## src/logic/pm_event_consts.vh

```
// constants for the power mode and event manager
`ifndef PM_EVENT_CONSTS_VH
`define PM_EVENT_CONSTS_VH
`define EVT_RESP_CODE 8'h08
`define CMD_SLEEP 8'h03
`define WAKE_BYTE 8'h00
`define ACK_CODE 8'h00
`define START_CODE 8'h01
`define BIT_POLL 6
`define BIT_CMD_END 5
`define BIT_CMP 4
`define OFF_DESC 8'h01
`define OFF_UID 8'h02
`define UID_MAX 4'ha
`define STARTUP_NS 1000
`define CLK_NS 50
`define STARTUP_CYC ((`STARTUP_NS + `CLK_NS - 1) / `CLK_NS)
`define A_CTRL 4'h0
`define A_STAT 4'h1
`define A_IRQ 4'h2
`define A_MASK 4'h3
`define A_TAG 4'h4
`define A_UID 4'h5
`define CTRL_RST 8'h7f
`endif

```

## src/logic/power_mode_event_manager.v

```verilog
// power mode sequencer and asynchronous event packet formatter
//
// The AXI4-Lite slave port and the register addresses were chosen for this implementation.
`timescale 1ns/1ns
`include "pm_event_consts.vh"
module power_mode_event_manager
(
  input wire aclk,
  input wire aresetn,
  input wire [3:0] s_axi_awaddr,
  input wire s_axi_awvalid,
  output wire s_axi_awready,
  input wire [31:0] s_axi_wdata,
  input wire [3:0] s_axi_wstrb,
  input wire s_axi_wvalid,
  output wire s_axi_wready,
  output reg [1:0] s_axi_bresp,
  output reg s_axi_bvalid,
  input wire s_axi_bready,
  input wire [3:0] s_axi_araddr,
  input wire s_axi_arvalid,
  output wire s_axi_arready,
  output reg [31:0] s_axi_rdata,
  output reg [1:0] s_axi_rresp,
  output reg s_axi_rvalid,
  input wire s_axi_rready,
  input wire power_down_request_n,
  input wire [7:0] rx_data,
  input wire rx_valid,
  input wire link_busy,
  input wire cmd_busy,
  input wire cmd_end,
  input wire poll_event,
  input wire cmp_change,
  input wire [3:0] line_edge,
  output reg [7:0] tx_data,
  output reg tx_valid,
  input wire tx_ready,
  output reg low_power_indicator_n,
  output reg comm_enable,
  output reg pwm_enable,
  output reg analog_enable,
  output reg lines_hiz,
  output reg defaults_restore,
  output reg volatile_clear,
  output wire irq
);
  localparam ST_RUN = 6'b000001;
  localparam ST_SLEEP = 6'b000010;
  localparam ST_PREP = 6'b000100;
  localparam ST_DOWN = 6'b001000;
  localparam ST_START = 6'b010000;
  localparam ST_WAKE = 6'b100000;
  localparam TX_IDLE = 4'b0001;
  localparam TX_CODE = 4'b0010;
  localparam TX_BODY = 4'b0100;
  localparam TX_DONE = 4'b1000;
  localparam integer START_INT = `STARTUP_CYC;
  localparam [15:0] START_CYC = START_INT[15:0];

  reg [5:0] state;
  reg [3:0] txs;
  reg [7:0] ctrl;
  reg [3:0] irq_stat;
  reg [3:0] irq_mask;
  reg [7:0] tag_desc;
  reg [3:0] tag_len;
  reg [7:0] uid [0:9];
  reg [6:0] pend;
  reg [7:0] flags;
  reg [7:0] code;
  reg [3:0] idx;
  reg [3:0] body_len;
  reg [15:0] cnt;
  reg first_clk;
  reg aw_held;
  reg w_held;
  reg [3:0] aw_addr;
  reg [31:0] w_data;
  reg [3:0] w_strb;
  reg ack_req;
  reg start_req;
  reg sleep_after;
  wire [7:0] next_tx;
  reg [3:0] ev_set;
  wire [6:0] new_ev;
  wire wr_go;
  wire tx_free;
  integer i;

  function [7:0] merge;
    input [7:0] old;
    input [31:0] d;
    input s;
    begin
      merge = s ? d[7:0] : old;
    end
  endfunction

  // ctrl[3:0] line enables, [4] comparator, [6] polling
  assign new_ev = {poll_event & ctrl[`BIT_POLL], cmd_end,
    cmp_change & ctrl[`BIT_CMP], line_edge & ctrl[3:0]};
  assign tx_free = (txs == TX_IDLE);
  assign wr_go = aw_held & w_held & ~s_axi_bvalid;
  assign s_axi_awready = ~aw_held;
  assign s_axi_wready = ~w_held;
  assign s_axi_arready = ~s_axi_rvalid;
  assign irq = |(irq_stat & irq_mask);
  assign next_tx = (idx == `OFF_DESC) ? tag_desc : uid[idx - 4'h2];

  always @*
  begin
    ev_set = 4'h0;
    if (txs == TX_DONE && tx_ready)
    begin
      if (code == `EVT_RESP_CODE)
        ev_set[0] = 1'b1;
      else if (body_len == 4'h1)
        ev_set[2] = 1'b1;
      else
        ev_set[1] = 1'b1;
    end
    if (state == ST_DOWN)
      ev_set[3] = 1'b1;
  end

  // bus slave; volatile registers cleared on power-down restart
  always @(posedge aclk)
  begin
    if (!aresetn)
    begin
      aw_held <= 1'b0;
      w_held <= 1'b0;
      aw_addr <= 4'h0;
      w_data <= 32'h0;
      w_strb <= 4'h0;
      s_axi_bvalid <= 1'b0;
      s_axi_bresp <= 2'b00;
      s_axi_rvalid <= 1'b0;
      s_axi_rresp <= 2'b00;
      s_axi_rdata <= 32'h0;
      ctrl <= `CTRL_RST;
      irq_stat <= 4'h0;
      irq_mask <= 4'h0;
      tag_desc <= 8'h00;
      tag_len <= 4'h0;
      for (i = 0; i < 10; i = i + 1)
        uid[i] <= 8'h00;
    end
    else
    begin
      if (s_axi_awvalid && !aw_held)
      begin
        aw_held <= 1'b1;
        aw_addr <= s_axi_awaddr;
      end
      if (s_axi_wvalid && !w_held)
      begin
        w_held <= 1'b1;
        w_data <= s_axi_wdata;
        w_strb <= s_axi_wstrb;
      end
      if (s_axi_bvalid && s_axi_bready)
        s_axi_bvalid <= 1'b0;
      // set wins over a write-one clear
      irq_stat <= irq_stat | ev_set;
      if (wr_go)
      begin
        aw_held <= 1'b0;
        w_held <= 1'b0;
        s_axi_bvalid <= 1'b1;
        s_axi_bresp <= 2'b00;
        case (aw_addr[3:2])
          2'b00: ctrl <= merge(ctrl, w_data, w_strb[0]);
          2'b01: irq_mask <= w_strb[0] ? w_data[3:0] : irq_mask;
          2'b10:
          begin
            tag_desc <= merge(tag_desc, w_data, w_strb[0]);
            if (w_strb[1])
              tag_len <= (w_data[11:8] > `UID_MAX) ? `UID_MAX : w_data[11:8];
          end
          default:
          begin
            if (w_data[7:0] == 8'h00 && w_strb[0])
              irq_stat <= (irq_stat & ~w_data[11:8]) | ev_set;
            else if (w_strb[0] && w_data[7:0] < 8'h0a)
              uid[w_data[3:0]] <= w_data[15:8];
            else
              s_axi_bresp <= 2'b10;
          end
        endcase
      end
      if (s_axi_rvalid && s_axi_rready)
        s_axi_rvalid <= 1'b0;
      if (s_axi_arvalid && !s_axi_rvalid)
      begin
        s_axi_rvalid <= 1'b1;
        s_axi_rresp <= 2'b00;
        case (s_axi_araddr[3:2])
          2'b00: s_axi_rdata <= {24'h0, ctrl};
          2'b01: s_axi_rdata <= {16'h0, irq_stat, irq_mask, 2'b00, state};
          2'b10: s_axi_rdata <= {20'h0, tag_len, tag_desc};
          default: s_axi_rdata <= {24'h0, pend, 1'b0};
        endcase
      end
      if (volatile_clear)
      begin
        ctrl <= `CTRL_RST;
        tag_desc <= 8'h00;
        tag_len <= 4'h0;
        for (i = 0; i < 10; i = i + 1)
          uid[i] <= 8'h00;
      end
    end
  end

  // power sequencer and packet transmitter
  always @(posedge aclk)
  begin
    if (!aresetn)
    begin
      state <= ST_RUN;
      txs <= TX_IDLE;
      pend <= 7'h00;
      flags <= 8'h00;
      code <= 8'h00;
      idx <= 4'h0;
      body_len <= 4'h0;
      cnt <= 16'h0;
      first_clk <= 1'b1;
      ack_req <= 1'b0;
      start_req <= 1'b0;
      sleep_after <= 1'b0;
      tx_data <= 8'h00;
      tx_valid <= 1'b0;
      low_power_indicator_n <= 1'b1;
      comm_enable <= 1'b1;
      pwm_enable <= 1'b1;
      analog_enable <= 1'b1;
      lines_hiz <= 1'b0;
      defaults_restore <= 1'b0;
      volatile_clear <= 1'b0;
    end
    else
    begin
      first_clk <= 1'b0;
      defaults_restore <= first_clk & ~power_down_request_n;
      volatile_clear <= 1'b0;
      if (state != ST_DOWN && state != ST_PREP)
        pend <= pend | new_ev;
      case (state)
        ST_RUN:
        begin
          low_power_indicator_n <= 1'b1;
          comm_enable <= 1'b1;
          pwm_enable <= 1'b1;
          if (!power_down_request_n)
            state <= ST_PREP;
          else if (rx_valid && rx_data == `CMD_SLEEP)
          begin
            ack_req <= 1'b1;
            sleep_after <= 1'b1;
          end
          else if (sleep_after && tx_free && !ack_req)
          begin
            sleep_after <= 1'b0;
            state <= ST_SLEEP;
          end
        end
        ST_SLEEP:
        begin
          low_power_indicator_n <= 1'b0;
          comm_enable <= 1'b0;
          pwm_enable <= 1'b0;
          if (!power_down_request_n)
            state <= ST_PREP;
          else if (rx_valid && rx_data == `WAKE_BYTE)
          begin
            ack_req <= 1'b1;
            state <= ST_RUN;
          end
          else if (pend != 7'h00)
            state <= ST_WAKE;
        end
        ST_WAKE:
        begin
          comm_enable <= 1'b1;
          if (pend == 7'h00 && tx_free)
            state <= ST_SLEEP;
        end
        ST_PREP:
        begin
          // the pin is only a request; it is re-checked until idle
          if (power_down_request_n)
            state <= ST_RUN;
          else if (!link_busy && !cmd_busy && tx_free)
          begin
            low_power_indicator_n <= 1'b0;
            state <= ST_DOWN;
          end
        end
        ST_DOWN:
        begin
          comm_enable <= 1'b0;
          pwm_enable <= 1'b0;
          analog_enable <= 1'b0;
          lines_hiz <= 1'b1;
          pend <= 7'h00;
          ack_req <= 1'b0;
          sleep_after <= 1'b0;
          low_power_indicator_n <= 1'b0;
          if (power_down_request_n)
          begin
            volatile_clear <= 1'b1;
            cnt <= 16'h0;
            state <= ST_START;
          end
        end
        ST_START:
        begin
          lines_hiz <= 1'b0;
          analog_enable <= 1'b1;
          comm_enable <= 1'b1;
          cnt <= cnt + 16'h1;
          if (cnt == START_CYC - 16'h1)
          begin
            low_power_indicator_n <= 1'b1;
            start_req <= 1'b1;
            state <= ST_RUN;
          end
        end
        default: state <= ST_RUN;
      endcase
      // packet engine: ack, start, then events
      case (txs)
        TX_IDLE:
        begin
          tx_valid <= 1'b0;
          if (comm_enable && state != ST_PREP && state != ST_DOWN)
          begin
            if (ack_req)
            begin
              ack_req <= 1'b0;
              code <= `ACK_CODE;
              body_len <= 4'h0;
              tx_data <= `ACK_CODE;
              tx_valid <= 1'b1;
              txs <= TX_DONE;
            end
            else if (start_req)
            begin
              start_req <= 1'b0;
              code <= `START_CODE;
              body_len <= 4'h1;
              tx_data <= `START_CODE;
              tx_valid <= 1'b1;
              txs <= TX_DONE;
            end
            else if (pend != 7'h00)
            begin
              flags <= {1'b0, pend};
              pend <= new_ev;
              code <= `EVT_RESP_CODE;
              body_len <= pend[6] ? tag_len + 4'h3 : 4'h1;
              tx_data <= `EVT_RESP_CODE;
              tx_valid <= 1'b1;
              idx <= 4'h0;
              txs <= TX_CODE;
            end
          end
        end
        TX_CODE:
          if (tx_ready)
          begin
            tx_data <= flags;
            txs <= (body_len == 4'h1) ? TX_DONE : TX_BODY;
            idx <= 4'h1;
          end
        TX_BODY:
          if (tx_ready)
          begin
            tx_data <= next_tx;
            idx <= idx + 4'h1;
            if (idx == body_len - 4'h2)
              txs <= TX_DONE;
          end
        TX_DONE:
          if (tx_ready)
          begin
            tx_valid <= 1'b0;
            txs <= TX_IDLE;
          end
        default: txs <= TX_IDLE;
      endcase
    end
  end
endmodule // power_mode_event_manager

```

## config.mk

```make
export PLATFORM = sky130hd
export DESIGN_NAME = power_mode_event_manager
export DESIGN_NICKNAME = d
export VERILOG_FILES = /design/src/logic/power_mode_event_manager.v
export VERILOG_INCLUDE_DIRS = /design/src /design/src/logic
export SDC_FILE = /design/constraint.sdc
export NUM_CORES = 1
export LEC_CHECK = 0
export BUFFER_PORTS_ARGS = -buffer_cell sky130_fd_sc_hd__buf_2
export CAP_MARGIN = 20
export CORE_MARGIN = 2
export CORE_UTILIZATION = 40
export CTS_CLUSTER_DIAMETER = 30
export DETAILED_ROUTE_END_ITERATION = 8
export SYNTH_ARGS = -nofsm -noshare
export SYNTH_HDL_FRONTEND = slang
export SYNTH_SLANG_ARGS = --single-unit
```

## constraint.sdc

```tcl
create_clock -name aclk -period 4.6 [get_ports aclk]
set_clock_uncertainty 0.05 [all_clocks]
set_input_delay 0.23 -clock aclk [delete_from_list [all_inputs] [get_ports aclk]]
set_output_delay 0.23 -clock aclk [all_outputs]
set_load 0.02 [all_outputs]
```

# Yosys cells after proc, flatten, opt, wreduce, memory -nomap -nowiden

Memory sizes are Yosys's and may differ from the RTL's.
Index checks and enable logic that the tools add are counted.

Multiplexer cells: 123
Magnitude comparators: 2
$add $sub $neg: 5
Equality and inequality tests: 51
Reduce and logical (&&, ||, !) cells: 62
Bitwise operators: 57

Operator list:

| kind                  | number |
|---|---|
| $mux 8                | 18 |
| $mux 4                | 23 |
| $mux 6                | 11 |
| $mux 7                | 7 |
| $pmux 16 s3           | 1 |
| $mux 1                | 44 |
| $eq 4x4->1 const B    | 10 |
| $pmux 6 s6            | 1 |
| $pmux 16 s2           | 1 |
| $ne 2x2->1 const B    | 12 |
| $pmux 8 s3            | 1 |
| $and 1x1->1           | 23 |
| $logic_and 1x1->1     | 18 |
| $reduce_and 3->1      | 6 |
| $not 1->1             | 17 |
| $add 16x1->16 const B | 1 |
| $eq 16x5->1 const B   | 1 |
| $logic_not 8->1       | 2 |
| $mux 16               | 1 |
| $pmux 4 s4            | 1 |
| $reduce_and 7->1      | 2 |
| $reduce_bool 2->1     | 7 |
| $and 4x4->4           | 3 |
| $eq 4x1->1 const B    | 3 |
| other kinds (48)      | 86 |

Output and inout port bits: 58
Logic and storage cells: 336
Register bits: 164
RAM bits: 80
Memories kept: 1

Memories:

| memory | words | width | rd ports | clocked after memory_dff | wr ports | RTL line                      | RTL |
|---|---|---|---|---|---|---|---|
| uid    | 10    | 8     | 1        | 0                        | 10       | power_mode_event_manager.v:68 | `reg [7:0] uid [0:9];` |

# Depth between registers and ports, before layout

Gate-level depths: netlist of run 1.

Depth after elaboration: 19
Depth in mapped cells: 10
Gate-level depth less buffers: 7

# Worst setup path after synthesis of run 1

Ideal clock, no wire load.

Path type: register -> register
Start: register w_data[4]
End: memory uid[3][0] (enable)
Clock period less this slack: 3022 ps
Stages on the path, launching flop included: 6
Slack: 1578 ps
Required time: 4166 ps
Data arrival time: 2588 ps
Library setup time: 384 ps
Cells stage by stage: dfxtp_1 -> or4b_1 -> or4_1 -> or3_1 -> clkbuf_1 -> o21ai_0

RTL lines:

| element                | RTL line                       | RTL |
|---|---|---|
| from (decl)            | power_mode_event_manager.v:79  | `reg [31:0] w_data;` |
| from (signal assigned) | power_mode_event_manager.v:160 | `w_data <= s_axi_wdata;` |
| to (decl)              | power_mode_event_manager.v:68  |  |

==> metrics.md, run 1 <==
| Metric | Value |
|---|---|
| Core area | `29600 µm²` |
| Hold Crit Class | `primary input to flop` |
| Fin crit share | `0.761` |
| Cell taking the most area after synthesis | `edfxtp_1` |
| Dpl hpwl | `21400 µm` |
| Maximum clock path buffer count | `3` |
| FMAX | `286 MHz` |
| CTS tree | `yes` |
| Max-Slew Margin vs Limit | `0.326` |
| Place WS | `1.06 ns` |
| Post-synth top area share | `0.322` |
| Worst VDD drop | `0.299 mV` |
| Clk sinks | `267` |
| Share of cells above drive strength 1 | `0.215` |
| Reg clk slew, reported paths | `0.05 ns` |
| Vias in the first global route | `8899` |
| Num rows | `63` |
| Critical Path Start Type | `flop` |
| DRC violations left | `0` |
| GRT Overall Usage | `0.201` |
| Average wire per standard cell | `18.2 µm` |
| Synth-to-layout area growth | `28.8%` |
| Synth cell types | `71` |
| IO buf count | `87` |
| Most common cell after layout, fill and taps aside | `dfxtp_1` |
| Max-Cap Viols | `0` |
| Final worst slack | `1.10 ns` |
| WHS | `0.0912 ns` |
| Hold path depth | `3` |
| RSZ-0062 raised after global routing | `false` |
| Worst Reg-to-Reg Cells | `4` |
| Die width | `177 µm` |
| #FFs+latches synth | `267` |
| Cells after synthesis | `1088` |
| Antenna cells | `0` |
| CTS root buffer | `clkbuf_16` |
| Cell leakage power | `0.00583 µW` |
| CTS Buf Count | `56` |
| Commonest non-fill, non-tap cells in the layout | `137 x dfxtp_1, 133 x nand2_1, 128 x edfxtp_1` |
| Clk_lat worst skew | `0.57 ns` |
| ANT nets after route | `0` |
| Post_cts resized | `0` |
| Final hold violations | `0` |
| Mapped Avg Cell Area | `11.0 µm²` |
| Nets | `1356` |
| # IOs | `129` |
| Gpl congestion | `0.808` |
| PwrDens | `535 nW/µm²` |
| DRT Pass-1 Iters | `5` |
| Post-synthesis cell area | `11900 µm²` |
| Setup violations, final | `0` |
| Critical Path RT | `4.71 ns` |
| Largest net degree at the start of global routing | `47` |
| Die Height | `177 µm` |
| Min Tclk post-route | `3.50 ns` |
| Status | `finished clean` |
| Routed wire length | `31100 µm` |
| Worst Setup Path Type | `flop to flop` |
| Starting DRT DRC Count | `641` |
| H-tree depth | `2` |
| Top post-synthesis cells by area | `edfxtp_1 32%, dfxtp_1 23%, mux4_2 6.8%` |
| CP Capture Type | `flop` |
| Share of flip-flops with an asynchronous set or reset | `0` |
| WP data arrival | `3.61 ns` |
| Measured slew at the worst slew-check pin | `0.997 ns` |
| Post-synth top flop | `dfxtp_1` |
| Critical Path Fanout Max | `15` |
| Sum of negative setup slack | `0 ns` |
| DR vias/cell | `5.26` |
| Max-slew violations | `0` |
| Sequential share of the synthesized area | `0.555` |
| Total gr overflow | `0` |
| YS warnings | `0` |
| R2R setup slack | `1.10 ns` |
| First-pass GRT wire length | `48900 µm` |
| Initial antenna violation count | `0` |
| Die area | `31300 µm²` |
| EDFF count, synth | `128` |
| Initial Utilization | `0.404` |
| Via count | `9022` |
| Design Power | `8230 µW` |
==> repair_timing <==
action,in CTS,in global routing
setup buffers,0,0
hold endpoints to repair,35,0
hold buffers,34,0
==> registers in the layout (all words and copies together) (netlist names), 2 cells and up <==
register and count:
aw_addr 2, body_len 4, cnt 16, code 2
ctrl 8, flags 7, idx 4, irq_mask 4
irq_stat 4, pend 7, s_axi_rdata 16, state 6
tag_desc 8, tag_len 4, tx_data 8, txs 4
uid 128, w_data 16, w_strb 2
==> synth_stat cells (all sizes together) (8+ instances only) <==
cell type	count
nand3	34
mux2i	28
a22oi	10
clkbuf	56
and2	38
nor2b	10
nor3	52
nand3b	8
nand2	133
o21ai	43
nor2	86
buf	29
a21oi	69
inv	18
nand4	15
a32o	8
edfxtp	128
mux4	36
xnor2	9
dfxtp	139
==> stage by stage <==
stage	util	cells	cell area, µm²
floorplan	-	1162	12200
global placement	0.436	1575	12900
detailed placement	0.436	1575	12900
CTS	0.520	1713	15400
global route	0.520	1714	15400
finish	0.520	1714	15400
==> worst max-delay path: stages, from the launching register on <==
cell and delay, ns:
dfxtp_1 0.34, or4b_1 0.54, or4_1 0.57, or4_1 0.85
o21ai_1 0.73
==> cell type report <==
class                           instances  area, µm²
Fill cell                            2617      14200
Sequential cell                       267       6630
Multi-Input combinational cell        789       5110
Clock buffer                           74       1600
Timing Repair Buffer                  143        941
Clock inverter                         30        536
Tap cell                              390        488
Inverter                               21       78.8
==> final timing paths <==
path                         end            from
setup reg to reg       uid[2][4]       w_data[5]
setup / recovery       uid[2][4]       w_data[5]
hold / removal            txs[0]         aresetn
hold reg to reg   s_axi_rdata[5]  s_axi_rdata[5]
==> report_power, final <==
group	total [µW]	internal, µW	switching [µW]
combinational	958	379	579
clock	4480	3170	1300
sequential	2790	2650	147
total	8230	6200	2030
==> logic make-up (layout without fill, tap and decap cells) <==
family | after synthesis | in the layout | share of synthesized area
adders and majority gates | 7 | 7 | 0.00733
buffers and inverters | 106 | 268 | 0.0410
muxes | 71 | 71 | 0.0979
xor gates and xnor gates | 14 | 14 | 0.0114
DFF | 267 | 267 | 0.555
other | 1 | 75 | 0.000314
AOI/OAI and AO/OA | 184 | 184 | 0.0965
and+or+nand+nor | 438 | 438 | 0.191
==> routing by layer <==
metal / up-vias / wire length [µm] / track usage
met3: 51 / 1870 / 0.0387
met2: 279 / 14700 / 0.332
met4: 0 / 569 / 0.0572
met5: - / 0 / 0
met1: 4372 / 13900 / 0.272
li1: 4320 / - / -
Note: power is estimated with default switching activity, not from simulation.
==> inputs of run 2 (changes only) <==
Settings changed: ABC_AREA set to 1.
Clock period 4.6 ns to 3.67 ns, I/O delays scaled along.
==> run 2 against run 1 <==
Sequential share of layout area is 0.57 points lower. Fmax is 45% higher. First-iteration DRC count is 44% higher. Via count is 20% higher. Final area is 1.3% higher. Combinational power is 120% higher. Clock power is 8.9% higher. Clock-buffer cell count is 5 lower. Critical endpoint is now tx_data[1]. Sequential power is 29% higher. Synthesized cell count is 44% higher. Worst setup slack better by 0.15 ns. Highest routed layer unchanged. Total power is 29% higher.
==> metrics.md, run 2 <==
| Metric | Value |
|---|---|
| #FFs+latches synth | `267` |
| Most common cell after layout, fill and taps aside | `nand2_1` |
| Dpl hpwl | `22800 µm` |
| Setup violations, final | `0` |
| Maximum clock path buffer count | `3` |
| H-tree depth | `2` |
| CP max stage delay | `0.50 ns` |
| Final hold violations | `0` |
| Min Tclk post-route | `2.42 ns` |
| Antenna cells | `0` |
| Critical Path RT | `4.05 ns` |
| Max-Cap Viols | `0` |
| Max-Slew Margin vs Limit | `0.438` |
| DRC violations left | `0` |
| Gpl congestion | `0.879` |
| Share of cells above drive strength 1 | `0.133` |
| DRT Pass-1 Iters | `5` |
| Sum of negative setup slack | `0 ns` |
| Count leader, synth | `nand2_1` |
| Critical Path Fanout Max | `17` |
| Synth-to-layout area growth | `24.3%` |
| DR vias/cell | `4.94` |
| Commonest cells post-synth | `391 x nand2_1, 199 x nor2_1, 168 x inv_1` |
| Die width | `181 µm` |
| Reg clk slew, reported paths | `0.05 ns` |
| Fill cells | `2935` |
| FMAX | `414 MHz` |
| R2R setup slack | `1.25 ns` |
| Launch point of the worst reg-to-reg path | `idx[2]` |
| Vias in the first global route | `10100` |
| Routed wire length | `34100 µm` |
| Via count | `10800` |
| CP Capture Type | `flop` |
| Clk_lat worst skew | `0.58 ns` |
| Worst Setup Path Type | `flop to flop` |
| Measured slew at the worst slew-check pin | `0.843 ns` |
| HP Start | `rx_data[4]` |
| Core area | `30700 µm²` |
| Post-synth top flop | `dfxtp_1` |
| First-pass GRT wire length | `54200 µm` |
| Nets | `1825` |
| Post-synthesis cell area | `12500 µm²` |
| PwrDens | `682 nW/µm²` |
| Die area | `32800 µm²` |
| Hold Crit Class | `primary input to flop` |
| YS warnings | `0` |
| Crit Reg-Reg Endpoint | `tx_data[1]` |
| ANT nets after route | `0` |
| Initial antenna violation count | `0` |
| RSZ-0062 raised after global routing | `false` |
| Post-CTS setup buffers | `0` |
| Place WS | `1.29 ns` |
| Synth cell types | `46` |
| WHS | `0.0239 ns` |
| CP max-delay cell | `inv_1` |
| IO buf count | `87` |
| Starting DRT DRC Count | `920` |
| GRT Overall Usage | `0.208` |
| # IOs | `129` |
| Post-synth top area share | `0.307` |
| Share of flip-flops with an asynchronous set or reset | `0` |
| Most frequent CP cell | `nand3_1` |
| Initial Utilization | `0.408` |
| CP Cell Sequence | `inv_1, ha_1, buf_4, inv_1, nand3_1, nand3_1, nand3_1, nand2_1, a21oi_1` |
| Reg with most FFs | `uid` |
| CTS tree | `yes` |
| Worst VDD drop | `0.367 mV` |
| EDFF count, synth | `128` |
| Fin crit share | `0.658` |
| Num rows | `64` |
| CTS root buffer | `clkbuf_16` |
| Sequential share of the synthesized area | `0.528` |
| Cells after synthesis | `1566` |
| Largest net degree at the start of global routing | `66` |
| Total gr overflow | `0` |
| Final worst slack | `1.25 ns` |
| Worst Reg-to-Reg Cells | `9` |
| Hold Path End | `sleep_after` |
| WP data arrival | `2.80 ns` |
| Clk sinks | `267` |
| Mapped Avg Cell Area | `8.01 µm²` |
| Largest register FFs | `128` |
| Status | `finished clean` |
| Top post-synthesis cells by area | `edfxtp_1 31%, dfxtp_1 22%, nand2_1 12%` |
| Cell taking the most area after synthesis | `edfxtp_1` |
| Max-slew violations | `0` |
| Die Height | `181 µm` |
| Cell leakage power | `0.00688 µW` |
| Post-layout util | `0.507` |
| Commonest non-fill, non-tap cells in the layout | `391 x nand2_1, 199 x nor2_1, 167 x inv_1` |
| Hold path depth | `6` |
| CTS Buf Count | `54` |
| Critical Path Start Type | `flop` |
| Average wire per standard cell | `15.6 µm` |
-- run 2: changes by cell type in the layout (fill, tap and decap cells not counted), moves of 36 or more --
cell     change
nand3_1    +105
inv_1      +150
mux4_2      -36
o21ai_0     +52
and2_1      -37
nand2_1    +258
nor2_1     +117
-- run 2: where the power goes --
group / total, µW / internal, µW / switching [µW] / leakage [µW]
sequential: 3600 / 3400 / 192 / 0.00245
clock: 4880 / 3300 / 1580 / 0.000900
combinational: 2150 / 634 / 1520 / 0.00353
total: 10600 / 7340 / 3280 / 0.00688
-- run 2: worst max-delay path: cells and delay by family, from the launching register on --
| kind | cells | cell delay, ns |
|---|---|---|
| AOI/OAI and AO/OA | 1 | 0.06 |
| buffers and inverters | 3 | 0.80 |
| DFF | 1 | 0.42 |
| adders and majority gates | 1 | 0.27 |
| and+or+nand+nor | 4 | 0.67 |
-- run 2: how the worst max path moves through the flow --
stage / endpoint / slack [ns] / from / depth (start not counted)
final: tx_data[1] / 1.25 / idx[2] / 9
after global routing: tx_data[7] / 1.09 / idx[2] / 8
after CTS: tx_data[1] / 1.24 / idx[2] / 9
after detailed placement: tx_data[1] / 1.29 / idx[2] / 9
after global placement: tx_data[6] / 1.25 / idx[2] / 8
after floorplan: tx_data[6] / 1.41 / idx[1] / 12
-- run 2: layout make-up --
type | instances | area [µm²] | share of cell area
clock buffer | 69 | 1470 | 0.0942
clock inverter | 32 | 374 | 0.0240
inverter | 182 | 683 | 0.0438
multi-input combinational | 1114 | 5110 | 0.328
sequential | 267 | 6630 | 0.425
tap | 396 | 495 | 0.0318
timing repair buffer | 128 | 826 | 0.0530
-- run 2: kinds of logic (layout without fill, tap and decap cells) --
kind of cell	Yosys count	in the layout	synth area share
AOI/OAI and AO/OA	220	220	0.0941
xor gates and xnor gates	6	6	0.00419
adders and majority gates	7	7	0.00698
buffers and inverters	259	411	0.0861
DFF	267	267	0.528
other	1	75	0.000299
and+or+nand+nor	806	806	0.280
-- run 2: per-stage QoR --
stage | instance area, µm² | total power, µW | cells
floorplan | 12800 | 5200 | 1640
global placement | 13400 | 5720 | 2054
detailed placement | 13400 | 5750 | 2054
CTS | 15600 | 10700 | 2188
global route | 15600 | 11100 | 2188
finish | 15600 | 10600 | 2188
-- run 2: repair_timing --
item                                   CTS  global route
hold buffers                            33             0
gates resized for setup                  0             0
endpoints found under the hold margin   33             0
-- run 2: routing by layer --
| layer | global-route usage | wire, µm |
|---|---|---|
| met1 | 0.299 | 16300 |
| met2 | 0.325 | 15100 |
| met3 | 0.0347 | 2100 |
| met4 | 0.0576 | 624 |
| met5 | 0 | 0 |
